===== config.mk =====
export PLATFORM = sky130hd
export DESIGN_NAME = apmcm_top
export DESIGN_NICKNAME = d
export VERILOG_FILES = /design/src/apmcm_pkg.sv /design/src/apmcm_top.sv /design/src/apmcm_ctx_mem.sv
export VERILOG_INCLUDE_DIRS = /design/src
export SDC_FILE = /design/constraint.sdc
export NUM_CORES = 2
export LEC_CHECK = 0
export ABC_AREA = 0
export BUFFER_PORTS_ARGS = -buffer_cell sky130_fd_sc_hd__buf_4
export CORE_AREA = 2 2 503 505
export DETAILED_ROUTE_END_ITERATION = 16
export DIE_AREA = 0 0 505 507
export PLACE_DENSITY_LB_ADDON = 0.25
export SETUP_SLACK_MARGIN = 0.3
export SLEW_MARGIN = 30
export SYNTH_ARGS = -nofsm -noshare
export SYNTH_HDL_FRONTEND = slang
export SYNTH_SLANG_ARGS = --single-unit

===== constraint.sdc =====
create_clock -name mclk -period 11.14 [get_ports mclk]
set_clock_uncertainty 0.05 [all_clocks]
set_input_delay 1.671 -clock mclk [delete_from_list [all_inputs] [get_ports mclk]]
set_output_delay 1.671 -clock mclk [all_outputs]
set_load 0.1 [all_outputs]

===== src/apmcm_map.svh =====
// Offsets, field positions, reset values and timing counts of the cell monitor.
// Assumes a 100 MHz mclk and an 8-bit AXI4-Lite byte address.
`ifndef APMCM_MAP_SVH
`define APMCM_MAP_SVH
`define APMCM_NCONN 4
`define APMCM_CONN_BITS 2
// Register offsets
`define APMCM_CTRL_OFS 4'h0
`define APMCM_STAT_OFS 4'h4
`define APMCM_CONN_SPAN 8'h40
`define APMCM_SNOOP_ADDR 8'h40
// Control fields
`define APMCM_CTRL_BLK_LSB 0
`define APMCM_CTRL_TXEN 4
`define APMCM_CTRL_RXEN 5
`define APMCM_CTRL_E2E 6
`define APMCM_CTRL_TSEN 7
`define APMCM_CTRL_RST 8'h01
// Status fields
`define APMCM_STAT_LOSS 0
`define APMCM_STAT_BITERR 1
`define APMCM_STAT_SEQERR 2
`define APMCM_STAT_ERRORED_PARITY_COUNT_LSB 8
// Block size codes
`define APMCM_BLK_CODE_1024 4'h1
`define APMCM_BLK_CODE_512 4'h2
`define APMCM_BLK_CODE_256 4'h4
`define APMCM_BLK_CODE_128 4'h8
`define APMCM_BLK_1024 11'h400
`define APMCM_BLK_512 11'h200
`define APMCM_BLK_256 11'h100
`define APMCM_BLK_128 11'h080
// Cell codes
`define APMCM_OAM_TYPE_PM 4'h2
`define APMCM_FUNC_FWD 4'h0
`define APMCM_FUNC_BWD 4'h1
`define APMCM_FILL 8'h6a
`define APMCM_ERRORED_PARITY_COUNT_BAD 8'hff
// Timing
`define APMCM_CLK_PERIOD_NS 10
`define APMCM_TS_UNIT_NS 10
`define APMCM_TS_DIV_CYC ((`APMCM_TS_UNIT_NS + `APMCM_CLK_PERIOD_NS - 1) / `APMCM_CLK_PERIOD_NS)
`define APMCM_REPORT_LIMIT_S 1
`define APMCM_REPORT_LIMIT_CYC (`APMCM_REPORT_LIMIT_S * 1000000000 / `APMCM_CLK_PERIOD_NS)
`endif


===== src/apmcm_pkg.sv =====
// Types of the cell monitor: cells, monitoring payloads, contexts, state.
// Assumes apmcm_map.svh is on the include path.
`include "apmcm_map.svh"
package apmcm_pkg;
  typedef enum logic [1:0] {K_USER = 2'h0, K_PM = 2'h1, K_OAM = 2'h2} apmcm_kind_t;
  typedef enum logic [3:0] {
    T_IDLE = 4'h1, T_CALC = 4'h2, T_FPM = 4'h4, T_SEND = 4'h8
  } apmcm_tx_st_t;
  typedef enum logic [1:0] {R_IDLE = 2'h1, R_CALC = 2'h2} apmcm_rx_st_t;
  typedef struct packed {
    logic [1:0] conn;
    apmcm_kind_t kind;
    logic e2e;
    logic clp;
    logic [383:0] payload;
  } apmcm_cell_t;
  typedef struct packed {
    logic [3:0] oam_type;
    logic [3:0] func;
    logic [7:0] monitor_seq_number;
    logic [15:0] tuc01;
    logic [15:0] block_error_code;
    logic [15:0] tx_high_prio_cell_count;
    logic [31:0] tstamp;
    logic [47:0] unused;
    logic [15:0] trcc0;
    logic [7:0] errored_parity_count;
    logic [15:0] trcc01;
    logic [199:0] spare;
  } apmcm_pm_t;
  typedef struct packed {
    logic [7:0] monitor_seq_number;
    logic [10:0] blk;
    logic [15:0] bip;
    logic [15:0] tuc01;
    logic [15:0] tx_high_prio_cell_count;
  } apmcm_txctx_t;
  typedef struct packed {
    logic seen;
    logic [15:0] blk;
    logic [15:0] bip;
    logic [15:0] trcc01;
    logic [15:0] trcc0;
    logic [15:0] last_tuc01;
    logic [7:0] last_monitor_seq_number;
  } apmcm_rxctx_t;
  typedef struct packed {
    apmcm_tx_st_t tx_st;
    apmcm_rx_st_t rx_st;
    apmcm_cell_t tx_cell;
    apmcm_cell_t rx_cell;
    apmcm_cell_t out_cell;
    logic out_valid;
    logic out_bwd;
    logic pend;
    apmcm_cell_t pend_cell;
    logic [26:0] pend_age;
    logic [3:0][7:0] ctrl;
    logic [3:0][2:0] flags;
    logic [3:0][7:0] last_errored_parity_count;
    logic [3:0] tx_fresh;
    logic [3:0] rx_fresh;
    logic [7:0] snoop_monitor_seq_number;
    logic [7:0] snoop_errored_parity_count;
    logic [15:0] snoop_trcc01;
    logic [3:0] ts_div;
    logic [31:0] ts;
    logic aw_got;
    logic [7:0] aw_addr;
    logic w_got;
    logic [31:0] w_data;
    logic [3:0] w_strb;
    logic bvalid;
    logic [1:0] bresp;
    logic rvalid;
    logic [31:0] rdata;
    logic [1:0] rresp;
  } apmcm_state_t;
  function automatic logic [10:0] apmcm_nominal(input logic [3:0] code);
    unique case (code)
      `APMCM_BLK_CODE_128: return `APMCM_BLK_128;
      `APMCM_BLK_CODE_256: return `APMCM_BLK_256;
      `APMCM_BLK_CODE_512: return `APMCM_BLK_512;
      default: return `APMCM_BLK_1024;
    endcase
  endfunction
  function automatic logic [15:0] apmcm_bip16(input logic [383:0] p);
    logic [15:0] b;
    b = 16'h0;
    for (int i = 0; i < 24; i++) begin
      b = b ^ p[i*16 +: 16];
    end
    return b;
  endfunction
  function automatic logic [4:0] apmcm_ones(input logic [15:0] v);
    logic [4:0] c;
    c = 5'h0;
    for (int i = 0; i < 16; i++) begin
      c = c + 5'(v[i]);
    end
    return c;
  endfunction
endpackage


===== src/apmcm_top.sv =====
// Cell performance monitor: forward cell insertion, block checking, reports.
// Assumes cell streams and AXI4-Lite master share mclk; nrst is synchronous.
// Summary of operation
// - Blocks count only user cells, never maintenance cells
// - Block size selectable: 128, 256, 512, 1024
// - Sender computes BIP-16 over block user payloads
// - Forward cell: sequence, counts, BIP-16, time stamp
// - Forward cell goes ahead of next user cell
// - Receiver checks cell count against count difference
// - BIP compared only when count and sequence good
// - Report values held until report is built
// - Far end returns results in backward report
// - Outgoing monitoring active generates forward cells
// - Incoming monitoring active generates backward reports
// - Report leaves within one second of forward cell
// - Reports leave in forward cell arrival order
// - Each direction generated and checked independently
// - Forward flow one way, reports the other
// - Passing backward reports are copied and read
// - Several connections monitored at once
// - End-to-end mode uses only end-to-end cells
// - End-to-end blocks kept at nominal size
// - Monitoring switched on and off by management
// - Function type 0000 forward, 0001 backward
// - Unused octets filled with 6A
// - Parity count all ones unless checks passed
// - Time stamp in 10 ns units, else ones
`timescale 1ns/1ps
`include "apmcm_map.svh"
module apmcm_top #(
  parameter int unsigned REPORT_LIMIT_CYC = `APMCM_REPORT_LIMIT_CYC
) (
  // Clock and reset
  input wire logic mclk,
  input wire logic nrst,
  // Transmit cells in
  input wire logic tx_in_valid,
  output logic tx_in_ready,
  input wire apmcm_pkg::apmcm_cell_t tx_in_cell,
  // Transmit cells out
  output logic tx_out_valid,
  input wire logic tx_out_ready,
  output apmcm_pkg::apmcm_cell_t tx_out_cell,
  // Receive cells in
  input wire logic rx_in_valid,
  output logic rx_in_ready,
  input wire apmcm_pkg::apmcm_cell_t rx_in_cell,
  // AXI4-Lite slave
  input wire logic s_axi_awvalid,
  output logic s_axi_awready,
  input wire logic [7:0] s_axi_awaddr,
  input wire logic s_axi_wvalid,
  output logic s_axi_wready,
  input wire logic [31:0] s_axi_wdata,
  input wire logic [3:0] s_axi_wstrb,
  output logic s_axi_bvalid,
  input wire logic s_axi_bready,
  output logic [1:0] s_axi_bresp,
  input wire logic s_axi_arvalid,
  output logic s_axi_arready,
  input wire logic [7:0] s_axi_araddr,
  output logic s_axi_rvalid,
  input wire logic s_axi_rready,
  output logic [31:0] s_axi_rdata,
  output logic [1:0] s_axi_rresp
);
  apmcm_pkg::apmcm_state_t s_r;
  apmcm_pkg::apmcm_state_t s_nxt;
  logic tx_rd_en;
  logic tx_wr_en;
  apmcm_pkg::apmcm_txctx_t tx_rd;
  apmcm_pkg::apmcm_txctx_t tx_wr;
  logic rx_rd_en;
  logic rx_wr_en;
  apmcm_pkg::apmcm_rxctx_t rx_rd;
  apmcm_pkg::apmcm_rxctx_t rx_wr;
  logic [1:0] tx_rd_addr;
  logic [1:0] rx_rd_addr;
  apmcm_pkg::apmcm_txctx_t tctx;
  apmcm_pkg::apmcm_rxctx_t rctx;
  apmcm_pkg::apmcm_pm_t pm_in;
  apmcm_pkg::apmcm_pm_t pm_out;
  apmcm_pkg::apmcm_pm_t pm_rx;
  logic [15:0] cbip;
  logic [15:0] exp_cnt;
  logic cnt_ok;
  logic seq_ok;
  logic chk_ok;
  logic [4:0] errs;
  logic [1:0] tc;
  logic [1:0] rc;
  logic [1:0] wc;
  logic [2:0] clr;
  logic out_fire;
  logic ts_tick;

  assign out_fire = s_r.out_valid && tx_out_ready;
  assign tx_in_ready = s_r.tx_st == apmcm_pkg::T_IDLE && !s_r.pend;
  assign rx_in_ready = s_r.rx_st == apmcm_pkg::R_IDLE && !s_r.pend;
  assign tx_out_valid = s_r.out_valid;
  assign tx_out_cell = s_r.out_cell;
  assign s_axi_awready = !s_r.aw_got && !s_r.bvalid;
  assign s_axi_wready = !s_r.w_got && !s_r.bvalid;
  assign s_axi_bvalid = s_r.bvalid;
  assign s_axi_bresp = s_r.bresp;
  assign s_axi_arready = !s_r.rvalid;
  assign s_axi_rvalid = s_r.rvalid;
  assign s_axi_rdata = s_r.rdata;
  assign s_axi_rresp = s_r.rresp;
  assign tc = s_r.tx_cell.conn;
  assign rc = s_r.rx_cell.conn;
  assign ts_tick = s_r.ts_div == 4'(`APMCM_TS_DIV_CYC - 1);

  // Separate context stores per direction and connection
  apmcm_ctx_mem #(.W($bits(apmcm_pkg::apmcm_txctx_t))) u_txmem (
    .mclk(mclk),
    .nrst(nrst),
    .rd_en(tx_rd_en),
    .rd_addr(tx_rd_addr),
    .rd_data(tx_rd),
    .wr_en(tx_wr_en),
    .wr_addr(tc),
    .wr_data(tx_wr)
  );
  apmcm_ctx_mem #(.W($bits(apmcm_pkg::apmcm_rxctx_t))) u_rxmem (
    .mclk(mclk),
    .nrst(nrst),
    .rd_en(rx_rd_en),
    .rd_addr(rx_rd_addr),
    .rd_data(rx_rd),
    .wr_en(rx_wr_en),
    .wr_addr(rc),
    .wr_data(rx_wr)
  );

  always_comb begin
    s_nxt = s_r;
    tx_rd_en = 1'b0;
    tx_wr_en = 1'b0;
    tx_wr = '0;
    rx_rd_en = 1'b0;
    rx_wr_en = 1'b0;
    rx_wr = '0;
    tx_rd_addr = tx_in_cell.conn;
    rx_rd_addr = rx_in_cell.conn;
    tctx = s_r.tx_fresh[tc] ? '0 : tx_rd;
    rctx = s_r.rx_fresh[rc] ? '0 : rx_rd;
    pm_in = apmcm_pkg::apmcm_pm_t'(rx_in_cell.payload);
    pm_rx = apmcm_pkg::apmcm_pm_t'(s_r.rx_cell.payload);
    pm_out = apmcm_pkg::apmcm_pm_t'({48{`APMCM_FILL}});
    pm_out.oam_type = `APMCM_OAM_TYPE_PM;
    cbip = '0;
    wc = s_r.aw_addr[5:4];
    clr = 3'h0;
    // Time stamp base, one tick per 10 ns
    s_nxt.ts_div = ts_tick ? 4'h0 : s_r.ts_div + 4'h1;
    if (ts_tick) begin
      s_nxt.ts = s_r.ts + 32'h1;
    end
    // Register writes
    if (s_r.aw_got && s_r.w_got && !s_r.bvalid) begin
      s_nxt.aw_got = 1'b0;
      s_nxt.w_got = 1'b0;
      s_nxt.bvalid = 1'b1;
      s_nxt.bresp = 2'h0;
      if (s_r.aw_addr < `APMCM_CONN_SPAN && s_r.aw_addr[3:0] == `APMCM_CTRL_OFS) begin
        if (s_r.w_strb[0]) begin
          s_nxt.ctrl[wc] = s_r.w_data[7:0];
          s_nxt.tx_fresh[wc] = s_r.w_data[`APMCM_CTRL_TXEN] &&
                               !s_r.ctrl[wc][`APMCM_CTRL_TXEN] || s_r.tx_fresh[wc];
          s_nxt.rx_fresh[wc] = s_r.w_data[`APMCM_CTRL_RXEN] &&
                               !s_r.ctrl[wc][`APMCM_CTRL_RXEN] || s_r.rx_fresh[wc];
        end
      end else if (s_r.aw_addr < `APMCM_CONN_SPAN &&
                   s_r.aw_addr[3:0] == `APMCM_STAT_OFS) begin
        clr = s_r.w_strb[0] ? s_r.w_data[2:0] : 3'h0;
        s_nxt.flags[wc] = s_r.flags[wc] & ~clr;
      end else if (s_r.aw_addr != `APMCM_SNOOP_ADDR) begin
        s_nxt.bresp = 2'h2;
      end
    end
    if (s_axi_awvalid && s_axi_awready) begin
      s_nxt.aw_got = 1'b1;
      s_nxt.aw_addr = s_axi_awaddr;
    end
    if (s_axi_wvalid && s_axi_wready) begin
      s_nxt.w_got = 1'b1;
      s_nxt.w_data = s_axi_wdata;
      s_nxt.w_strb = s_axi_wstrb;
    end
    if (s_r.bvalid && s_axi_bready) begin
      s_nxt.bvalid = 1'b0;
    end
    // Register reads
    if (s_r.rvalid && s_axi_rready) begin
      s_nxt.rvalid = 1'b0;
    end
    if (s_axi_arvalid && s_axi_arready) begin
      s_nxt.rvalid = 1'b1;
      s_nxt.rresp = 2'h0;
      s_nxt.rdata = 32'h0;
      if (s_axi_araddr < `APMCM_CONN_SPAN && s_axi_araddr[3:0] == `APMCM_CTRL_OFS) begin
        s_nxt.rdata = {24'h0, s_r.ctrl[s_axi_araddr[5:4]]};
      end else if (s_axi_araddr < `APMCM_CONN_SPAN &&
                   s_axi_araddr[3:0] == `APMCM_STAT_OFS) begin
        s_nxt.rdata = {16'h0, s_r.last_errored_parity_count[s_axi_araddr[5:4]], 5'h0,
                       s_r.flags[s_axi_araddr[5:4]]};
      end else if (s_axi_araddr == `APMCM_SNOOP_ADDR) begin
        s_nxt.rdata = {s_r.snoop_monitor_seq_number, s_r.snoop_errored_parity_count, s_r.snoop_trcc01};
      end else begin
        s_nxt.rresp = 2'h2;
      end
    end
    // Transmit side
    if (out_fire) begin
      s_nxt.out_valid = 1'b0;
      s_nxt.out_bwd = 1'b0;
    end
    unique case (s_r.tx_st)
      apmcm_pkg::T_IDLE: begin
        if (s_r.pend) begin
          s_nxt.out_cell = s_r.pend_cell;
          s_nxt.out_valid = 1'b1;
          s_nxt.out_bwd = 1'b1;
          s_nxt.pend = 1'b0;
          s_nxt.tx_st = apmcm_pkg::T_SEND;
        end else if (tx_in_valid) begin
          s_nxt.tx_cell = tx_in_cell;
          if (tx_in_cell.kind == apmcm_pkg::K_USER &&
              s_r.ctrl[tx_in_cell.conn][`APMCM_CTRL_TXEN]) begin
            tx_rd_en = 1'b1;
            s_nxt.tx_st = apmcm_pkg::T_CALC;
          end else begin
            s_nxt.out_cell = tx_in_cell;
            s_nxt.out_valid = 1'b1;
            s_nxt.tx_st = apmcm_pkg::T_SEND;
          end
        end
      end
      apmcm_pkg::T_CALC: begin
        cbip = apmcm_pkg::apmcm_bip16(s_r.tx_cell.payload);
        s_nxt.tx_fresh[tc] = 1'b0;
        tx_wr_en = 1'b1;
        tx_wr = tctx;
        if (tctx.blk >= apmcm_pkg::apmcm_nominal(s_r.ctrl[tc][3:0])) begin
          pm_out.func = `APMCM_FUNC_FWD;
          pm_out.monitor_seq_number = tctx.monitor_seq_number;
          pm_out.tuc01 = tctx.tuc01;
          pm_out.tx_high_prio_cell_count = tctx.tx_high_prio_cell_count;
          pm_out.block_error_code = tctx.bip;
          pm_out.tstamp = s_r.ctrl[tc][`APMCM_CTRL_TSEN] ? s_r.ts : 32'hffffffff;
          s_nxt.out_cell = '{conn: tc, kind: apmcm_pkg::K_PM,
                             e2e: s_r.ctrl[tc][`APMCM_CTRL_E2E], clp: 1'b0,
                             payload: pm_out};
          s_nxt.tx_st = apmcm_pkg::T_FPM;
          tx_wr.monitor_seq_number = tctx.monitor_seq_number + 8'h1;
          tx_wr.blk = 11'h1;
          tx_wr.bip = cbip;
        end else begin
          s_nxt.out_cell = s_r.tx_cell;
          s_nxt.tx_st = apmcm_pkg::T_SEND;
          tx_wr.blk = tctx.blk + 11'h1;
          tx_wr.bip = tctx.bip ^ cbip;
        end
        s_nxt.out_valid = 1'b1;
        tx_wr.tuc01 = tctx.tuc01 + 16'h1;
        tx_wr.tx_high_prio_cell_count = tctx.tx_high_prio_cell_count + 16'(!s_r.tx_cell.clp);
      end
      apmcm_pkg::T_FPM: begin
        if (out_fire) begin
          s_nxt.out_cell = s_r.tx_cell;
          s_nxt.out_valid = 1'b1;
          s_nxt.tx_st = apmcm_pkg::T_SEND;
        end
      end
      apmcm_pkg::T_SEND: begin
        if (out_fire) begin
          s_nxt.tx_st = apmcm_pkg::T_IDLE;
        end
      end
    endcase
    // Receive side
    exp_cnt = pm_rx.tuc01 - rctx.last_tuc01;
    cnt_ok = rctx.seen && rctx.blk == exp_cnt;
    seq_ok = rctx.seen && pm_rx.monitor_seq_number == rctx.last_monitor_seq_number + 8'h1;
    chk_ok = cnt_ok && seq_ok;
    errs = apmcm_pkg::apmcm_ones(pm_rx.block_error_code ^ rctx.bip);
    unique case (s_r.rx_st)
      apmcm_pkg::R_IDLE: begin
        if (rx_in_valid && rx_in_ready) begin
          s_nxt.rx_cell = rx_in_cell;
          if (s_r.ctrl[rx_in_cell.conn][`APMCM_CTRL_RXEN] &&
              (rx_in_cell.kind == apmcm_pkg::K_USER ||
               rx_in_cell.kind == apmcm_pkg::K_PM &&
               pm_in.oam_type == `APMCM_OAM_TYPE_PM && pm_in.func == `APMCM_FUNC_FWD &&
               rx_in_cell.e2e == s_r.ctrl[rx_in_cell.conn][`APMCM_CTRL_E2E])) begin
            rx_rd_en = 1'b1;
            s_nxt.rx_st = apmcm_pkg::R_CALC;
          end else if (rx_in_cell.kind == apmcm_pkg::K_PM &&
                       pm_in.oam_type == `APMCM_OAM_TYPE_PM &&
                       pm_in.func == `APMCM_FUNC_BWD) begin
            s_nxt.snoop_monitor_seq_number = pm_in.monitor_seq_number;
            s_nxt.snoop_errored_parity_count = pm_in.errored_parity_count;
            s_nxt.snoop_trcc01 = pm_in.trcc01;
          end
        end
      end
      apmcm_pkg::R_CALC: begin
        s_nxt.rx_st = apmcm_pkg::R_IDLE;
        s_nxt.rx_fresh[rc] = 1'b0;
        rx_wr_en = 1'b1;
        rx_wr = rctx;
        if (s_r.rx_cell.kind == apmcm_pkg::K_USER) begin
          rx_wr.blk = rctx.blk + 16'h1;
          rx_wr.bip = rctx.bip ^ apmcm_pkg::apmcm_bip16(s_r.rx_cell.payload);
          rx_wr.trcc01 = rctx.trcc01 + 16'h1;
          rx_wr.trcc0 = rctx.trcc0 + 16'(!s_r.rx_cell.clp);
        end else begin
          pm_out.func = `APMCM_FUNC_BWD;
          pm_out.monitor_seq_number = pm_rx.monitor_seq_number;
          pm_out.tuc01 = pm_rx.tuc01;
          pm_out.tx_high_prio_cell_count = pm_rx.tx_high_prio_cell_count;
          pm_out.trcc01 = rctx.trcc01;
          pm_out.trcc0 = rctx.trcc0;
          pm_out.errored_parity_count = chk_ok ? {3'h0, errs} : `APMCM_ERRORED_PARITY_COUNT_BAD;
          pm_out.tstamp = 32'hffffffff;
          s_nxt.pend = 1'b1;
          s_nxt.pend_cell = '{conn: rc, kind: apmcm_pkg::K_PM,
                              e2e: s_r.rx_cell.e2e, clp: 1'b0, payload: pm_out};
          s_nxt.last_errored_parity_count[rc] = pm_out.errored_parity_count;
          s_nxt.flags[rc][`APMCM_STAT_LOSS] = s_nxt.flags[rc][`APMCM_STAT_LOSS] ||
                                              rctx.seen && !cnt_ok;
          s_nxt.flags[rc][`APMCM_STAT_SEQERR] = s_nxt.flags[rc][`APMCM_STAT_SEQERR] ||
                                                rctx.seen && !seq_ok;
          s_nxt.flags[rc][`APMCM_STAT_BITERR] = s_nxt.flags[rc][`APMCM_STAT_BITERR] ||
                                                chk_ok && errs != 5'h0;
          rx_wr = '{seen: 1'b1, blk: 16'h0, bip: 16'h0, trcc01: rctx.trcc01,
                    trcc0: rctx.trcc0, last_tuc01: pm_rx.tuc01, last_monitor_seq_number: pm_rx.monitor_seq_number};
        end
      end
    endcase
    // Age of the outstanding report
    if (s_nxt.pend || s_nxt.out_bwd) begin
      s_nxt.pend_age = (&s_r.pend_age) ? s_r.pend_age : s_r.pend_age + 27'h1;
    end else begin
      s_nxt.pend_age = 27'h0;
    end
  end

  always_ff @(posedge mclk) begin
    if (!nrst) begin
      s_r <= '0;
      s_r.tx_st <= apmcm_pkg::T_IDLE;
      s_r.rx_st <= apmcm_pkg::R_IDLE;
      s_r.ctrl <= {`APMCM_NCONN{`APMCM_CTRL_RST}};
    end else begin
      s_r <= s_nxt;
    end
  end
endmodule


===== src/apmcm_ctx_mem.sv =====
// Per-connection context store with registered read data.
// Assumes one write and one read per cycle, all on mclk.
`timescale 1ns/1ps
module apmcm_ctx_mem #(
  parameter int W = 8,
  parameter int DEPTH = 4,
  parameter int AW = 2
) (
  // Clock and reset
  input wire logic mclk,
  input wire logic nrst,
  // Read port
  input wire logic rd_en,
  input wire logic [AW-1:0] rd_addr,
  output logic [W-1:0] rd_data,
  // Write port
  input wire logic wr_en,
  input wire logic [AW-1:0] wr_addr,
  input wire logic [W-1:0] wr_data
);
  logic [W-1:0] mem_r [DEPTH];
  genvar g;
  generate
    for (g = 0; g < DEPTH; g++) begin : g_ent
      always_ff @(posedge mclk) begin
        if (!nrst) begin
          mem_r[g] <= '0;
        end else if (wr_en && wr_addr == AW'(g)) begin
          mem_r[g] <= wr_data;
        end
      end
    end
  endgenerate
  always_ff @(posedge mclk) begin
    if (!nrst) begin
      rd_data <= '0;
    end else if (rd_en) begin
      rd_data <= mem_r[rd_addr];
    end
  end
endmodule


# Word level (Yosys, flattened, before mapping)
# Memories as Yosys holds them, arrays and structs flattened. A register that Yosys moved wholly into a read port is not among the register bits.
# Index checks and enable logic that the tools add are counted.
# op_classes
order_cmp	12
reduce_logical	85
muxes	159
bitwise	67
n_eq_ne	31
n_addsub	26
# ops
operator	count
$mux 391	6
$pmux 391 s3	1
$xor 16x16->16	49
$mux 89	6
$mux 67	6
$mux 388	1
$mux 64	3
$mux 32	4
$bmux 8 s2	6
$mux 44	2
$mux 8	10
$bwmux 32	2
$add 5x1->5	11
$add 16x1->16 const B	3
$bwmux 12	4
$mux 1	46
$logic_and 1x1->1	42
$mux 37	1
$mux 12	3
$mux 35	1
$pmux 11 s3	1
$add 16x1->16	2
$add 32x1->32 const B	1
$demux 8 s2	2
other kinds (60)	167
# word_totals
n_memories	2
elab_cells	435
mem_bits_rw	624
out_inout_bits	434
register_bits	1672
inputBits	842
# memory_table
memory	words	word_bits	read_ports	rd_ports_with_merged_regs	write_ports	line_no	rtl
u_rxmem.mem_r	4	89	1	1	4	apmcm_ctx_mem.sv:21	logic [W-1:0] mem_r [DEPTH];
u_txmem.mem_r	4	67	1	1	4	apmcm_ctx_mem.sv:21	

# Depth between registers and ports, before layout
# logic_depth
word_depth	27
ltp_mapped	21
ltp_nobuf	18

# By module
# From an unflattened synthesis, not the netlist that was laid out.
# hier_totals
hier_cells	11324
area_unflattened_um2	104375.1
# by_module_without_submodules
module	instances	cells_each	area_each_um2	seq_area_each_um2
apmcm_top	1	9098	71546.1	29528.3
apmcm_ctx_mem at u_rxmem	1	1270	18664.2	12472.0
apmcm_ctx_mem at u_txmem	1	956	14164.8	9389.0

# Worst setup path before layout
# Ideal clock, no wire load.
# synth_path
path_kind	register to register
startpoint	register s_r (netlist bit rc[1])
endpoint	memory u_rxmem.mem_r[2][0] in the netlist's numbering, enable pin
path_slack_ps	3252
path_buffers	2
setup_time_ps	662
required_time_ps	10428
path_stages_with_launch	5
t_arrival_ps	7176
period_less_slack_ps	7888
path_cell_list	dfxtp_1 -> clkbuf_1 -> clkbuf_1 -> nand2b_1 -> o21ai_0
# synth_rtl
item	line_no	rtl
start, declared	apmcm_top.sv:67	apmcm_pkg::apmcm_state_t s_r;
start signal, assigned	apmcm_top.sv:357	s_r <= s_nxt;
end, declared	apmcm_ctx_mem.sv:21	

# Worst setup path in the final report
# layout_path
startpoint	register s_r (netlist bit rc[1])
endpoint	register s_r[193] in the netlist's numbering
# layout_via
elab_chain_cells	25
elab_cells_between_ends	53
cone_classes	add/sub (17); order compare (2); eq/ne (2); mux (18); bitwise (1); reduce/logical (13)
# layout_lines
item	line_no	rtl
$bmux 1 s2	apmcm_top.sv:147	rctx = s_r.rx_fresh[rc] ? '0 : rx_rd;
$mux 1 (implied by the code)	apmcm_top.sv:147	
$mux 89	apmcm_top.sv:147	
$xor 16x16->16	apmcm_top.sv:287	errs = apmcm_pkg::apmcm_ones(pm_rx.block_error_code ^ rctx.bip);
$add 1x1->2	apmcm_pkg.sv:99	c = c + 5'(v[i]);
$add 2x1->3	apmcm_pkg.sv:99	
$add 3x1->4	apmcm_pkg.sv:99	
$add 4x1->5	apmcm_pkg.sv:99	
$add 5x1->5 (11 in a row)	apmcm_pkg.sv:99	
$reduce_bool 5->1	apmcm_top.sv:336	chk_ok && errs != 5'h0;
$logic_and 1x1->1	apmcm_top.sv:336	
$logic_or 1x1->1	apmcm_top.sv:335	s_nxt.flags[rc][`APMCM_STAT_BITERR] = s_nxt.flags[rc][`APMCM_STAT_BITERR] ||
$bwmux 12 (*)	apmcm_top.sv:335	
$mux 44 (*)	apmcm_top.sv:313	if (s_r.rx_cell.kind == apmcm_pkg::K_USER) begin
$mux 44 (*)	apmcm_top.sv:288	unique case (s_r.rx_st)
# Mark *: on every way between the ends. The rest lies on a longest branch, timed or not. The select of a mux whose other input is x is not followed.
# A chain may end at the register's enable or synchronous reset.

==> results.tsv <==
metric	value	unit
hold_class	reg2reg	
outcome	completed	
critPathTopFamily	adder cells	
min_path_cells	2	
ant_nets	0	
final_max_slew_viol_count	0	
path_clk_slew	0.06	ns
cts_setup_buffers	0	
area_growth	17.1	%
fmax	151	MHz
p_comb_share	21.8	%
cts_sinks	2255	
crit_buf_inv	1	
crit_type	reg2reg	
clk_latency	0.94	ns
synth_top_area_share	32.2	%
ys_types	77	
placed_area	110000	µm²
initial_core_util	40.5	%
p_sw	7.33	mW
clockBufferDepth	3	
core_area	250000	µm²
synth_area_per_cell	9.12	µm²
post-route-drc-count	0	
cp_max_fo	40	
antenna_found_initial	109	
ctsResizeCount	0	
synthFlopType	dfxtp_1	
fin_nets	12400	
r2r_start	rc[1]$_SDFFE_PN0P_	
cp_cell_sequence	mux2i_1 > mux2_4 > nand2_1 > xor2_1 > fa_1 > fa_1 > fa_1 > inv_1 > fa_1 > ha_1 > fa_1 > xnor2_1 > a41o_1 > nor4_1 > a22o_1	
synth_edf_count	624	
crit_arrival	7.36	ns
hold_end	tx_out_cell[146]$_SDFFE_PN0P_	
n_fill_cell	24100	
cp-start-kind	flop	
intPower	15.0	mW
fin_cells	15100	
cp_common_cell	fa_1	
clkPwrFrac	36.8	%
vias_per_cell	5.69	
ff2ff_setup_slack	4.53	ns
leakagePower	41.7	nW
crit_slowest_cell	dfxtp_1	
post-place-cells	14600	
ys_ff_latch	2255	
hp-start	s_r[1582]$_SDFFE_PN0P_	
dieArea	256000	µm²
pin_count	1276	
period_needed	6.61	ns
place_congestion	0.967	
reg2regPathDepth	15	
hold_viol_final	0	
period_share	59.3	%
p_per_area	188	nW/µm²
seq_area_frac_synth	50.7	%
cap_violations	0	
dp_hpwl	308000	µm
endpoint_kind	flop	
maxSlewHeadroom	28.3	%
async_flop_share	0	%
ys_top_cells_by_count	nand2_1, dfxtp_1, a21oi_1	
wl	431000	µm
die_width	505	µm
cp_slowest_stage_delay	0.74	ns
grt_pass1_wl	595000	µm
first_iter_violations	9948	
cts_buffers	241	
grt_overflow	0	
fin_tns_setup	0	ns
synth_cells	11100	
first_global_vias	79600	
synthesis.area	101000	µm²
crit_required	11.89	ns
synth_area_leaders	dfxtp_1, edfxtp_1, nand2_1	
synth_top_cell_by_area	dfxtp_1	
seqPwrFrac	41.4	%
io_buffers	1246	
rows	184	
finalPower	22.4	mW
switching_share	32.8	%
drive_gt1_share	17.3	%
tightest_slew	1.07	ns
root_buffer	clkbuf_16	
seqCellArea	51400	µm²
rsz0062_at_grt	no	
ir_drop	0.000176	V
startpoint	rc[1]$_SDFFE_PN0P_	
setup_viol	0	
yosysWarningCount	0	
dr.pass1.iters	8	
die_h	507	µm
grt_max_degree	218	
final_cell_area	119000	µm²
grt_use_total	32.1	%
yosysMostFrequentCell	nand2_1	
final_util	47.4	%
cts_tree	done	
cts_htree_levels	4	
multi_input_comb_area	43900	µm²
vias	86000	
r2r-end	s_r[193]$_SDFF_PN0_	
routedWlPerCell	28.5	µm
ctsHoldBuffers	0	
-- power groups by stage --
stage | registers (mW) | clock network (mW) | logic (mW)
finish | 9.26 | 8.23 | 4.87
global route | 9.29 | 8.64 | 5.09
CTS | 9.25 | 8.30 | 4.88
detailed placement | 9.43 | 0 | 4.86
global placement | 9.41 | 0 | 4.81
floorplan | 9.25 | 0 | 3.27
-- worst reg2reg max path, stage by stage (launching register included) --
cell and delay [ns]:
dfxtp_1 0.74, mux2i_1 0.27, mux2_4 0.59, nand2_1 0.18
xor2_1 0.51, fa_1 0.55, fa_1 0.51, fa_1 0.54
inv_1 0.06, fa_1 0.44, ha_1 0.23, fa_1 0.45
xnor2_1 0.74, a41o_1 0.36, nor4_1 0.06, a22o_1 0.23
-- per-layer routing --
layer | vias to the layer above | track usage [%] | wire, µm
met1 | 42300 | 38.4 | 160000
met4 | 58 | 20.4 | 31100
met2 | 4244 | 50.8 | 198000
li1 | 38500 | - | -
met5 | - | 0 | 369
met3 | 921 | 8.90 | 41600
-- placed cells by master, fill, tap and decap left out, types with 189 or more instances in the layout --
cell,Yosys,routed
a21oi_1,1299,1297
buf_4,426,1350
clkbuf_16,0,244
dfxtp_1,1631,1630
edfxtp_1,624,624
mux4_2,189,189
nand2_1,2830,2821
nor2_1,845,835
o21ai_0,342,337
xnor2_1,748,744
-- flip-flops by register name, summed over array words and instances, names as in the netlist --
signal	cells
s_axi_rvalid	1
u_txmem.rd_data	67
tx_out_cell	390
u_rxmem.mem_r	356
u_txmem.mem_r	268
pm_rx	384
tc	2
u_rxmem.rd_data	89
tx_out_valid	1
s_axi_rresp	1
s_axi_rdata	32
rc	2
s_axi_bvalid	1
s_axi_bresp	1
s_r	660
-- final cells by class --
class | instances | share of cell area, %
multi-input cells | 7577 | 37.0
clock buffers | 343 | 5.83
diodes | 71 | 0.150
repair buffers | 1386 | 9.11
well taps | 3348 | 3.53
inverters | 40 | 0.133
clock inverters | 103 | 0.998
flip-flops and latches | 2255 | 43.3
-- metrics by stage --
stage	setup slack (ns)	hold slack, ns
6_report	4.53	0.401
4_1_cts	4.59	0.402
3_5_place_dp	4.60	0.394
2_1_floorplan	3.25	0.380
5_1_grt	4.29	0.423
3_3_place_gp	4.68	0.391
-- cell families after synthesis --
kind of cell	synth area share, %
other	0.00370
xor gates and xnor gates	7.94
adders and majority gates	0.686
muxes	4.99
and+or+nand+nor	15.7
DFF	50.7
buffers and inverters	6.43
AOI/OAI and AO/OA	13.6
-- worst max-delay path by stage --
stage,endpoint,cells past startpoint
2_1_floorplan,u_rxmem.mem_r[2][0]$_SDFFCE_PN0P_,4
3_3_place_gp,s_r[193]$_SDFF_PN0_,15
3_5_place_dp,s_r[193]$_SDFF_PN0_,15
4_1_cts,s_r[193]$_SDFF_PN0_,15
5_1_grt,s_r[202]$_SDFF_PN0_,15
6_report,s_r[193]$_SDFF_PN0_,15
No activity file was read; power rests on OpenSTA's default activity.
